[src/fpu_exc_pkg.sv]
// Constants and types for the floating-point exception signalling block
`default_nettype none
package fpu_exc_pkg;
    localparam int EXC_W = 6;                       // Exception classes per unit
    localparam int LANES = 4;                       // Packed SIMD lanes
    localparam int NATIVE_SEL_BIT = 5;              // Native error select position
    localparam logic [7:0] VEC_NUMERIC = 8'h10;     // Trap 16
    localparam logic [7:0] VEC_SIMD = 8'h13;        // Fault 19
    localparam logic [7:0] VEC_UNAVAIL = 8'h07;     // Device not available
    localparam logic [7:0] VEC_NONE = 8'h00;
    localparam int SAVE_PULSE_NS = 20;              // Brief error pulse on no-wait save, outside native mode only
    localparam int CLK_NS = 10;
    localparam logic [3:0] SAVE_PULSE_CYC = 4'(SAVE_PULSE_NS / CLK_NS);
    localparam logic [3:0] CNT_ZERO = 4'h0;
    localparam logic [3:0] CNT_ONE = 4'h1;
    localparam logic [5:0] FLAGS_ZERO = 6'h00;
    typedef enum logic [2:0] {
        ST_IDLE = 3'b001,
        ST_PEND = 3'b010,
        ST_PULSE = 3'b100
    } err_state_t;
endpackage
`default_nettype wire

[src/fpu_exc_signal.sv]
// Floating-point exception recording, trap selection and error line
`default_nettype none
module fpu_exc_signal
    import fpu_exc_pkg::*;
(
    input wire logic clk,
    input wire logic reset_n,
    input wire logic clk_en,
    input wire logic control_register_zero_native, // Native error select copy
    input wire logic task_switched_flag,
    input wire logic x87_exc_valid,                 // Scalar op finished with exceptions
    input wire logic [EXC_W-1:0] x87_exc_flags,
    input wire logic [EXC_W-1:0] x87_exc_mask,
    input wire logic x87_status_clear,              // Software clears/reloads status
    input wire logic insn_issue,                    // Next instruction about to execute
    input wire logic insn_is_fp,
    input wire logic insn_is_wait,
    input wire logic insn_is_nowait,
    input wire logic insn_is_nowait_save,
    input wire logic simd_valid,
    input wire logic [LANES*EXC_W-1:0] simd_lane_flags,
    input wire logic [EXC_W-1:0] simd_mask,
    input wire logic simd_flag_clear,
    output logic float_error_output_n,
    output logic scalar_pending,
    output logic trap_valid,
    output logic [7:0] trap_vector,
    output logic insn_proceed,
    output logic simd_default_result,
    output logic [EXC_W-1:0] simd_sticky_flags
);
    err_state_t state_reg, state_next;
    logic [3:0] pulse_cnt_reg, pulse_cnt_next;
    logic [EXC_W-1:0] simd_or;
    logic [EXC_W-1:0] sticky_next;

    // Packed lanes folded into one flag set, lane identity lost
    genvar g;
    generate
        for (g = 0; g < EXC_W; g++) begin : g_or
            logic [LANES-1:0] col;
            for (genvar l = 0; l < LANES; l++) begin : g_lane
                assign col[l] = simd_lane_flags[l*EXC_W+g];
            end
            assign simd_or[g] = |col;
        end
    endgenerate

    // Decode of the current event
    wire native_mode = control_register_zero_native;
    wire scalar_unmasked = x87_exc_valid && |(x87_exc_flags & ~x87_exc_mask);
    wire pend_now = (state_reg == ST_PEND);
    // A save flagged without the no-wait bit still never takes the numeric trap
    wire fp_or_wait = insn_issue && (insn_is_wait || insn_is_fp) && !insn_is_nowait
        && !insn_is_nowait_save;
    wire unavail_hit = insn_issue && insn_is_fp && task_switched_flag;
    wire numeric_hit = fp_or_wait && pend_now && !unavail_hit;
    // Only new events count; old flags never fault on unmask
    wire simd_unmasked = simd_valid && |(simd_or & ~simd_mask);
    wire simd_masked_only = simd_valid && |simd_or && !simd_unmasked;
    wire save_pulse = insn_issue && insn_is_nowait_save && pend_now && !native_mode;
    assign sticky_next = simd_flag_clear ? (simd_valid ? simd_or : FLAGS_ZERO)
                       : (simd_sticky_flags | (simd_valid ? simd_or : FLAGS_ZERO));

    // Pending state; a new exception wins over the clear
    always_comb begin
        state_next = state_reg;
        pulse_cnt_next = pulse_cnt_reg;
        case (state_reg)
            ST_IDLE: begin
                if (scalar_unmasked) begin
                    state_next = ST_PEND;
                end
            end
            ST_PEND: begin
                if (x87_status_clear && !scalar_unmasked) begin
                    state_next = ST_IDLE;
                end else if (save_pulse) begin
                    state_next = ST_PULSE;
                    pulse_cnt_next = SAVE_PULSE_CYC;
                end
            end
            ST_PULSE: begin
                // Save clears the unit, so the line drops after the pulse;
                // a fresh exception during the pulse is not lost
                pulse_cnt_next = pulse_cnt_reg - CNT_ONE;
                if (scalar_unmasked) begin
                    state_next = ST_PEND;
                end else if (pulse_cnt_reg == CNT_ONE) begin
                    state_next = ST_IDLE;
                end
            end
            default: begin
                state_next = ST_IDLE;
            end
        endcase
    end

    always_ff @(posedge clk or negedge reset_n) begin
        if (!reset_n) begin
            state_reg <= ST_IDLE;
            pulse_cnt_reg <= CNT_ZERO;
        end else if (clk_en) begin
            state_reg <= state_next;
            pulse_cnt_reg <= pulse_cnt_next;
        end
    end

    // Error line active in both modes, same program point
    always_ff @(posedge clk or negedge reset_n) begin
        if (!reset_n) begin
            float_error_output_n <= 1'b1;
            scalar_pending <= 1'b0;
        end else if (clk_en) begin
            float_error_output_n <= (state_next == ST_IDLE);
            scalar_pending <= (state_next == ST_PEND);
        end
    end

    // Trap selection, internal and undelayed, registered once
    always_ff @(posedge clk or negedge reset_n) begin
        if (!reset_n) begin
            trap_valid <= 1'b0;
            trap_vector <= VEC_NONE;
            insn_proceed <= 1'b0;
        end else if (clk_en) begin
            trap_valid <= unavail_hit || numeric_hit || simd_unmasked;
            insn_proceed <= insn_issue && !unavail_hit && !numeric_hit;
            if (unavail_hit) begin
                trap_vector <= VEC_UNAVAIL;
            end else if (numeric_hit) begin
                trap_vector <= VEC_NUMERIC;
            end else if (simd_unmasked) begin
                trap_vector <= VEC_SIMD;
            end else begin
                trap_vector <= VEC_NONE;
            end
        end
    end

    // SIMD sticky flags and default result; no external sign
    always_ff @(posedge clk or negedge reset_n) begin
        if (!reset_n) begin
            simd_sticky_flags <= FLAGS_ZERO;
            simd_default_result <= 1'b0;
        end else if (clk_en) begin
            simd_sticky_flags <= sticky_next;
            simd_default_result <= simd_masked_only;
        end
    end

    // Checks
    a_pend_drives_err: assert property (@(posedge clk) disable iff (!reset_n)
        clk_en && scalar_unmasked |=> !float_error_output_n)
        else $error("error line not asserted after unmasked exception");
    a_numeric_trap: assert property (@(posedge clk) disable iff (!reset_n)
        clk_en && numeric_hit |=> trap_valid && trap_vector == VEC_NUMERIC)
        else $error("numeric trap missing");
    a_nowait_exempt: assert property (@(posedge clk) disable iff (!reset_n)
        clk_en && insn_issue && insn_is_nowait && !unavail_hit && !simd_unmasked
        |=> !trap_valid && insn_proceed)
        else $error("no-wait instruction trapped");
    a_nowait_keeps: assert property (@(posedge clk) disable iff (!reset_n)
        clk_en && pend_now && insn_issue && insn_is_nowait && !insn_is_nowait_save
        && !x87_status_clear |=> scalar_pending)
        else $error("pending lost on no-wait");
    a_native_err: assert property (@(posedge clk) disable iff (!reset_n)
        clk_en && native_mode && scalar_unmasked |=> !float_error_output_n)
        else $error("native mode error line missing");
    a_native_nosave: assert property (@(posedge clk) disable iff (!reset_n)
        clk_en && native_mode && insn_issue && insn_is_nowait_save
        |=> trap_vector != VEC_NUMERIC)
        else $error("no-wait save trapped in native mode");
    a_save_pulse: assert property (@(posedge clk) disable iff (!reset_n)
        clk_en && save_pulse && !x87_status_clear |=> state_reg == ST_PULSE)
        else $error("save pulse missing");
    a_masked_simd: assert property (@(posedge clk) disable iff (!reset_n)
        clk_en && simd_masked_only && !unavail_hit && !numeric_hit |=> !trap_valid
        && simd_default_result)
        else $error("masked SIMD exception misreported");
    a_simd_fault: assert property (@(posedge clk) disable iff (!reset_n)
        clk_en && simd_unmasked && !unavail_hit && !numeric_hit
        |=> trap_vector == VEC_SIMD)
        else $error("SIMD fault missing");
    a_unavail_first: assert property (@(posedge clk) disable iff (!reset_n)
        clk_en && unavail_hit |=> trap_vector == VEC_UNAVAIL)
        else $error("device-not-available not first");
    // Flags or masks alone never raise a trap
    a_flags_quiet: assert property (@(posedge clk) disable iff (!reset_n)
        clk_en && !simd_valid && !numeric_hit && !unavail_hit |=> !trap_valid)
        else $error("trap without a new event");
    a_sticky_lane: assert property (@(posedge clk) disable iff (!reset_n)
        clk_en && simd_valid |=> (simd_sticky_flags & $past(simd_lane_flags[EXC_W-1:0]))
        == $past(simd_lane_flags[EXC_W-1:0]))
        else $error("lane flag missing from sticky set");
    a_save_line_low: assert property (@(posedge clk) disable iff (!reset_n)
        clk_en && save_pulse |=> !float_error_output_n)
        else $error("error line not pulsed on save");
    a_pend_holds: assert property (@(posedge clk) disable iff (!reset_n)
        clk_en && pend_now && !x87_status_clear && !save_pulse |=> scalar_pending)
        else $error("pending dropped without clear");

    c_numeric: cover property (@(posedge clk) disable iff (!reset_n) numeric_hit);
    c_save_pulse: cover property (@(posedge clk) disable iff (!reset_n) save_pulse);
    c_simd_fault: cover property (@(posedge clk) disable iff (!reset_n) simd_unmasked);
    c_unavail_over: cover property (@(posedge clk) disable iff (!reset_n)
        unavail_hit && pend_now);
    c_masked_simd: cover property (@(posedge clk) disable iff (!reset_n) simd_masked_only);
endmodule
`default_nettype wire

[config.mk]
export PLATFORM = sky130hd
export DESIGN_NAME = fpu_exc_signal
export DESIGN_NICKNAME = d
export VERILOG_FILES = /design/src/fpu_exc_pkg.sv /design/src/fpu_exc_signal.sv
export SDC_FILE = /design/constraint.sdc
export NUM_CORES = 1
export LEC_CHECK = 0
export BUFFER_PORTS_ARGS = -buffer_cell sky130_fd_sc_hd__buf_2
export CAP_MARGIN = 20
export CORE_ASPECT_RATIO = 0.6
export CORE_MARGIN = 4
export CORE_UTILIZATION = 39
export CTS_CLUSTER_SIZE = 24
export DETAILED_ROUTE_END_ITERATION = 10
export PLACE_DENSITY = 0.86
export SYNTH_ARGS = -nofsm -noshare
export SYNTH_HDL_FRONTEND = slang
export SYNTH_SLANG_ARGS = --single-unit
[constraint.sdc]
create_clock -name clk -period 1.7 [get_ports clk]
set_clock_uncertainty 0.15 [all_clocks]
set_input_delay 0.51 -clock clk [delete_from_list [all_inputs] [get_ports clk]]
set_output_delay 0.51 -clock clk [all_outputs]
set_load 0.03 [all_outputs]
# Word level (Yosys, flattened, before mapping)
# Cells that the tools add are included.
dict set report classes {
  n_addsub 1
  n_eq_ne 8
  muxes 14
  bitwise 5
  n_reduce_logical 38
}
# op count
set ops {}
lappend ops {{24-bit OR reduction} 1}
lappend ops {{4-bit OR reduction} 6}
lappend ops {{1-bit logical AND} 17}
lappend ops {{3-bit two-way mux} 5}
lappend ops {{5-bit two-way mux} 3}
lappend ops {{6-bit AND} 2}
lappend ops {{6-bit two-way mux} 2}
lappend ops {{6-bit NOT} 2}
lappend ops {{6-bit OR reduction} 2}
lappend ops {{3-bit case mux with 3 select lines} 1}
lappend ops {{4-bit two-way mux} 2}
lappend ops {{4-bit case mux with 2 select lines} 1}
lappend ops {{1-bit zero test} 7}
lappend ops {{3-bit by 1-bit equality test with 1-bit output (second input constant)} 2}
lappend ops {{3-bit by 2-bit equality test with 1-bit output (second input constant)} 2}
lappend ops {{6-bit OR} 1}
lappend ops {{4-bit by 1-bit equality test with 1-bit output (second input constant)} 1}
lappend ops {{4-bit AND reduction} 1}
lappend ops {{4-bit by 1-bit subtractor with 4-bit output (second input constant)} 1}
lappend ops {{3-bit equality test (second input constant)} 1}
lappend ops {{1-bit logical OR} 3}
lappend ops {{2-bit by 1-bit != test with 1-bit output (second input constant)} 1}
lappend ops {{2-bit != test (second input constant)} 1}
lappend ops {{2-bit nonzero test} 1}
dict set report word_totals {
  regBits 26
  input_bits 56
  output_inout_bits 19
  elab_cells 75
}

# Longest topological paths before layout
dict set report logic_depth {
  ltp_word 9
  ltp_mapped 7
}

# Least setup slack after synthesis
# No wires, ideal clock.
dict set report synth_timing {
  kind {in2reg}
  start {input port simd_lane_flags[0]}
  end {register trap_vector[4]}
  setup_ps 136
  t_arrival_ps 1554
  setup_slack_ps -140
  stages 5
  path_buffers 0
  cell_sequence {nor4_2 > o22ai_1 > or3_4 > a21oi_1 > o22ai_1}
}
dict set report synth_via {
  elab_chain_len 7
}
# item line
set synth_rtl {}
lappend synth_rtl {{start, declared} fpu_exc_signal.sv:21} ;# input wire logic [LANES*EXC_W-1:0] simd_lane_flags,
lappend synth_rtl {{4-bit OR reduction} fpu_exc_signal.sv:45} ;# assign simd_or[g] = |col;
lappend synth_rtl {{6-bit AND} fpu_exc_signal.sv:59} ;# wire simd_unmasked = simd_valid && |(simd_or & ~simd_mask);
lappend synth_rtl {{6-bit OR reduction} fpu_exc_signal.sv:59}
lappend synth_rtl {{1-bit logical AND} fpu_exc_signal.sv:59}
lappend synth_rtl {{5-bit two-way mux} fpu_exc_signal.sv:133} ;# end else if (simd_unmasked) begin
lappend synth_rtl {{5-bit two-way mux} fpu_exc_signal.sv:131} ;# end else if (numeric_hit) begin
lappend synth_rtl {{5-bit two-way mux} fpu_exc_signal.sv:129} ;# if (unavail_hit) begin
lappend synth_rtl {{end signal, assigned} fpu_exc_signal.sv:130} ;# trap_vector <= VEC_UNAVAIL;
lappend synth_rtl {{end signal, assigned} fpu_exc_signal.sv:132} ;# trap_vector <= VEC_NUMERIC;
lappend synth_rtl {{end signal, assigned} fpu_exc_signal.sv:134} ;# trap_vector <= VEC_SIMD;
lappend synth_rtl {{end, declared} fpu_exc_signal.sv:27} ;# output logic [7:0] trap_vector,
# Every way passes these cells.
# A chain may end at the register's enable or synchronous reset.

# Final worst setup path
dict set report layout_timing {
  start {input port simd_lane_flags[21]}
  end {register trap_vector[4]}
}
# Same word-level chain as after synthesis.

==> results.json <==
{
  "worst_slack_ns": -0.005132,
  "synth_flop_cell": "dfrtp_1",
  "io_pins": 75,
  "report.final.setup_viol": 2,
  "drtAntennaViolNets": 0,
  "fin_crit_sh_pct": 100.3,
  "ys_seq_elements": 21,
  "ys_top_cells_by_area": "dfrtp_1, nor4_2, nand2_1, dfstp_2, o21ai_0",
  "powerDensity_mw_per_mm2": 899.8,
  "outcome": "finished with violations",
  "antenna_found_initial": 0,
  "hold_buffers": 0,
  "pre_cts_ws_ns": -0.3212,
  "floorplan.rows": 15,
  "power_uw": 1743,
  "nets": 281,
  "synth_top_cells_by_count": "dfrtp_1, nand2_1, inv_1",
  "power.clock.fraction_pct": 18.7,
  "grt_pass1_vias": 1169,
  "largest_reg_flops": 6,
  "p_int_uw": 1096,
  "ys_seq_area_share_pct": 40.85,
  "start_util_pct": 42.77,
  "r2r_slack_ns": 0.02,
  "fill_cells": 245,
  "critical_path_class": "primary input to register",
  "avgSynthCellArea_um2": 9.366,
  "grt_pass1_wl_um": 5540,
  "synth_cells": 138,
  "core-area_mm2": 0.003022,
  "cp_common_cell": "o22ai_1",
  "synth_edf_count": 0,
  "hold_viol_final": 0,
  "cts_made_buffers": 3,
  "worstPathMaxFanout": 4,
  "sw_frac_of_total_pct": 37.10,
  "wl_per_cell_um": 14.18,
  "arrival_ns": 1.70,
  "yosysMostFrequentCell": "dfrtp_1",
  "routed_via_density": 4.970,
  "dr.pass1.iters": 4,
  "p_leak_uw": 0.0009104,
  "antenna_cells": 0,
  "gp_congestion": 0.7930,
  "area_growth_pct": 49.85,
  "yosysTopAreaCellShare_pct": 36.79,
  "dpl.hpwl_um": 3073,
  "tritoncts": "yes",
  "drv_slew": 0,
  "slowest_delay_ns": 0.42,
  "fin_area_mm2": 0.001937,
  "pwr-share-seq_pct": 40.4,
  "maxCapViolations": 0,
  "cp-start-kind": "primary input",
  "vias": 1312,
  "worst_ep_required_time_ns": 1.70,
  "yosys_warnings": 0,
  "drt-total-wl_um": 3744,
  "h-tree-depth": 1,
  "clk_latency_ns": 0.26,
  "drc": 0,
  "rsz0062_at_grt": "yes",
  "drt_first_iter_violations": 56,
  "grt_overflow": 0,
  "hold_ws_ns": 0.03584,
  "clock-sinks": 21,
  "comb_power_share_pct": 40.9,
  "cts_root_buf": "clkbuf_8",
  "placed_cell_area_mm2": 0.001814,
  "grt_max_degree": 22,
  "period_minus_slack_ns": 1.705,
  "end_kind": "register",
  "synth_area_leader_cell": "dfrtp_1",
  "grt_use_total_pct": 17.10,
  "syn_area_mm2": 0.001292,
  "yosysUniqueCellTypes": 46,
  "fmax_mhz": 586.5,
  "violations": "setup timing",
  "synthArstFlopShare_pct": 100.0,
  "die_width_um": 82.32,
  "finalCoreUtilization_pct": 64.10,
  "crit_slowest_cell": "or3_4",
  "fp.dieH_um": 52.59,
  "clockBufferDepth": 2,
  "path_clk_slew_ns": 0.08,
  "drive_above_1_share_pct": 53.15,
  "io_buffer_count": 70,
  "net-switching-power_uw": 646.6,
  "hold_path_class": "primary input to async pin",
  "vdd_drop_max_mv": 0.7213,
  "dieArea_mm2": 0.004329,
  "path_cells": "buf_2, nor4_4, o22ai_1, or3_4, a21oi_2, o22ai_1"
}
==> cell usage in the layout (no fill, tap or decap), types with 3 or more instances in the layout <==
cell / Yosys / layout
inv_1: 10 / 9
buf_4: 6 / 16
nand2_1: 15 / 14
o22ai_1: 3 / 3
o21a_1: 3 / 3
a21o_1: 3 / 3
nand3_1: 4 / 4
clkbuf_8: 0 / 3
nor2b_1: 4 / 3
buf_2: 1 / 70
o21ai_0: 9 / 8
conb_1: 1 / 4
o21ai_1: 5 / 5
nor2_1: 7 / 7
dfrtp_1: 19 / 19
nor4_4: 1 / 7
inv_2: 4 / 5
==> cell families after synthesis <==
group	after synthesis	synth area share, %
compound gates	41	23.23
xor+xnor	2	1.356
fa+ha+maj	2	1.936
buf+inv	24	8.808
flops	21	40.85
other cells	1	0.2901
simple gates	47	23.52
==> critical path, delay by kind of cell <==
family | cells | cell delay (ns)
and+or+nand+nor | 2 | 0.76
AOI/OAI and AO/OA | 3 | 0.32
buffers and inverters | 1 | 0.12
==> final timing paths <==
path	start	to	cells after the start
worst max-delay path	simd_lane_flags[21]	trap_vector[4]	6
worst min-delay path	reset_n	simd_sticky_flags[4]	1
worst max register to register	pulse_cnt_reg[1]	state_reg[0]	7
worst min register to register	simd_sticky_flags[1]	simd_sticky_flags[1]	2
max in group asynchronous	reset_n	state_reg[0]	1
min in group clk	simd_sticky_flags[1]	simd_sticky_flags[1]	2
==> area by class of cell <==
class / instances / area (um^2) / share of cell area (%)
clock buffer: 3 / 41.29 / 2.132
timing repair buffer: 86 / 470.5 / 24.29
sequential: 21 / 528.0 / 27.26
tap: 42 / 52.55 / 2.713
clock inverter: 1 / 5.005 / 0.2584
multi-input combinational: 96 / 783.3 / 40.44
inverter: 15 / 56.30 / 2.907
==> per-stage QoR <==
| stage | setup TNS [ns] | cells |
|---|---|---|
| 2_1_floorplan | -0.2116 | 141 |
| 3_3_place_gp | -1.985 | 257 |
| 4_1_cts | 0 | 263 |
| 5_1_grt | -0.2528 | 264 |
| 6_report | -0.006695 | 264 |
| 3_5_place_dp | -2.464 | 257 |
==> power by group through the flow <==
stage / sequential, uW / combinational, uW / clock, uW
floorplan: 770 / 343 / 0
global placement: 692 / 647 / 0
detailed placement: 693 / 661 / 0
CTS: 688 / 664 / 332
global route: 720 / 777 / 360
finish: 704 / 713 / 326
==> routing by layer <==
metal / track usage, % / vias to the layer above / part of all wire [%]
li1: - / 653 / -
met1: 25.24 / 624 / 46
met2: 25.00 / 32 / 49
met3: 4.811 / 3 / 4.9
met4: 2.486 / 0 / 0.21
met5: 0 / - / 0
==> repair_timing <==
action,CTS,global route
resized for setup,1,10
buffers inserted,2,1
setup endpoints to repair,5,11
cloned,0,0
pin swaps,2,8
(Power assumes the default switching activity.)
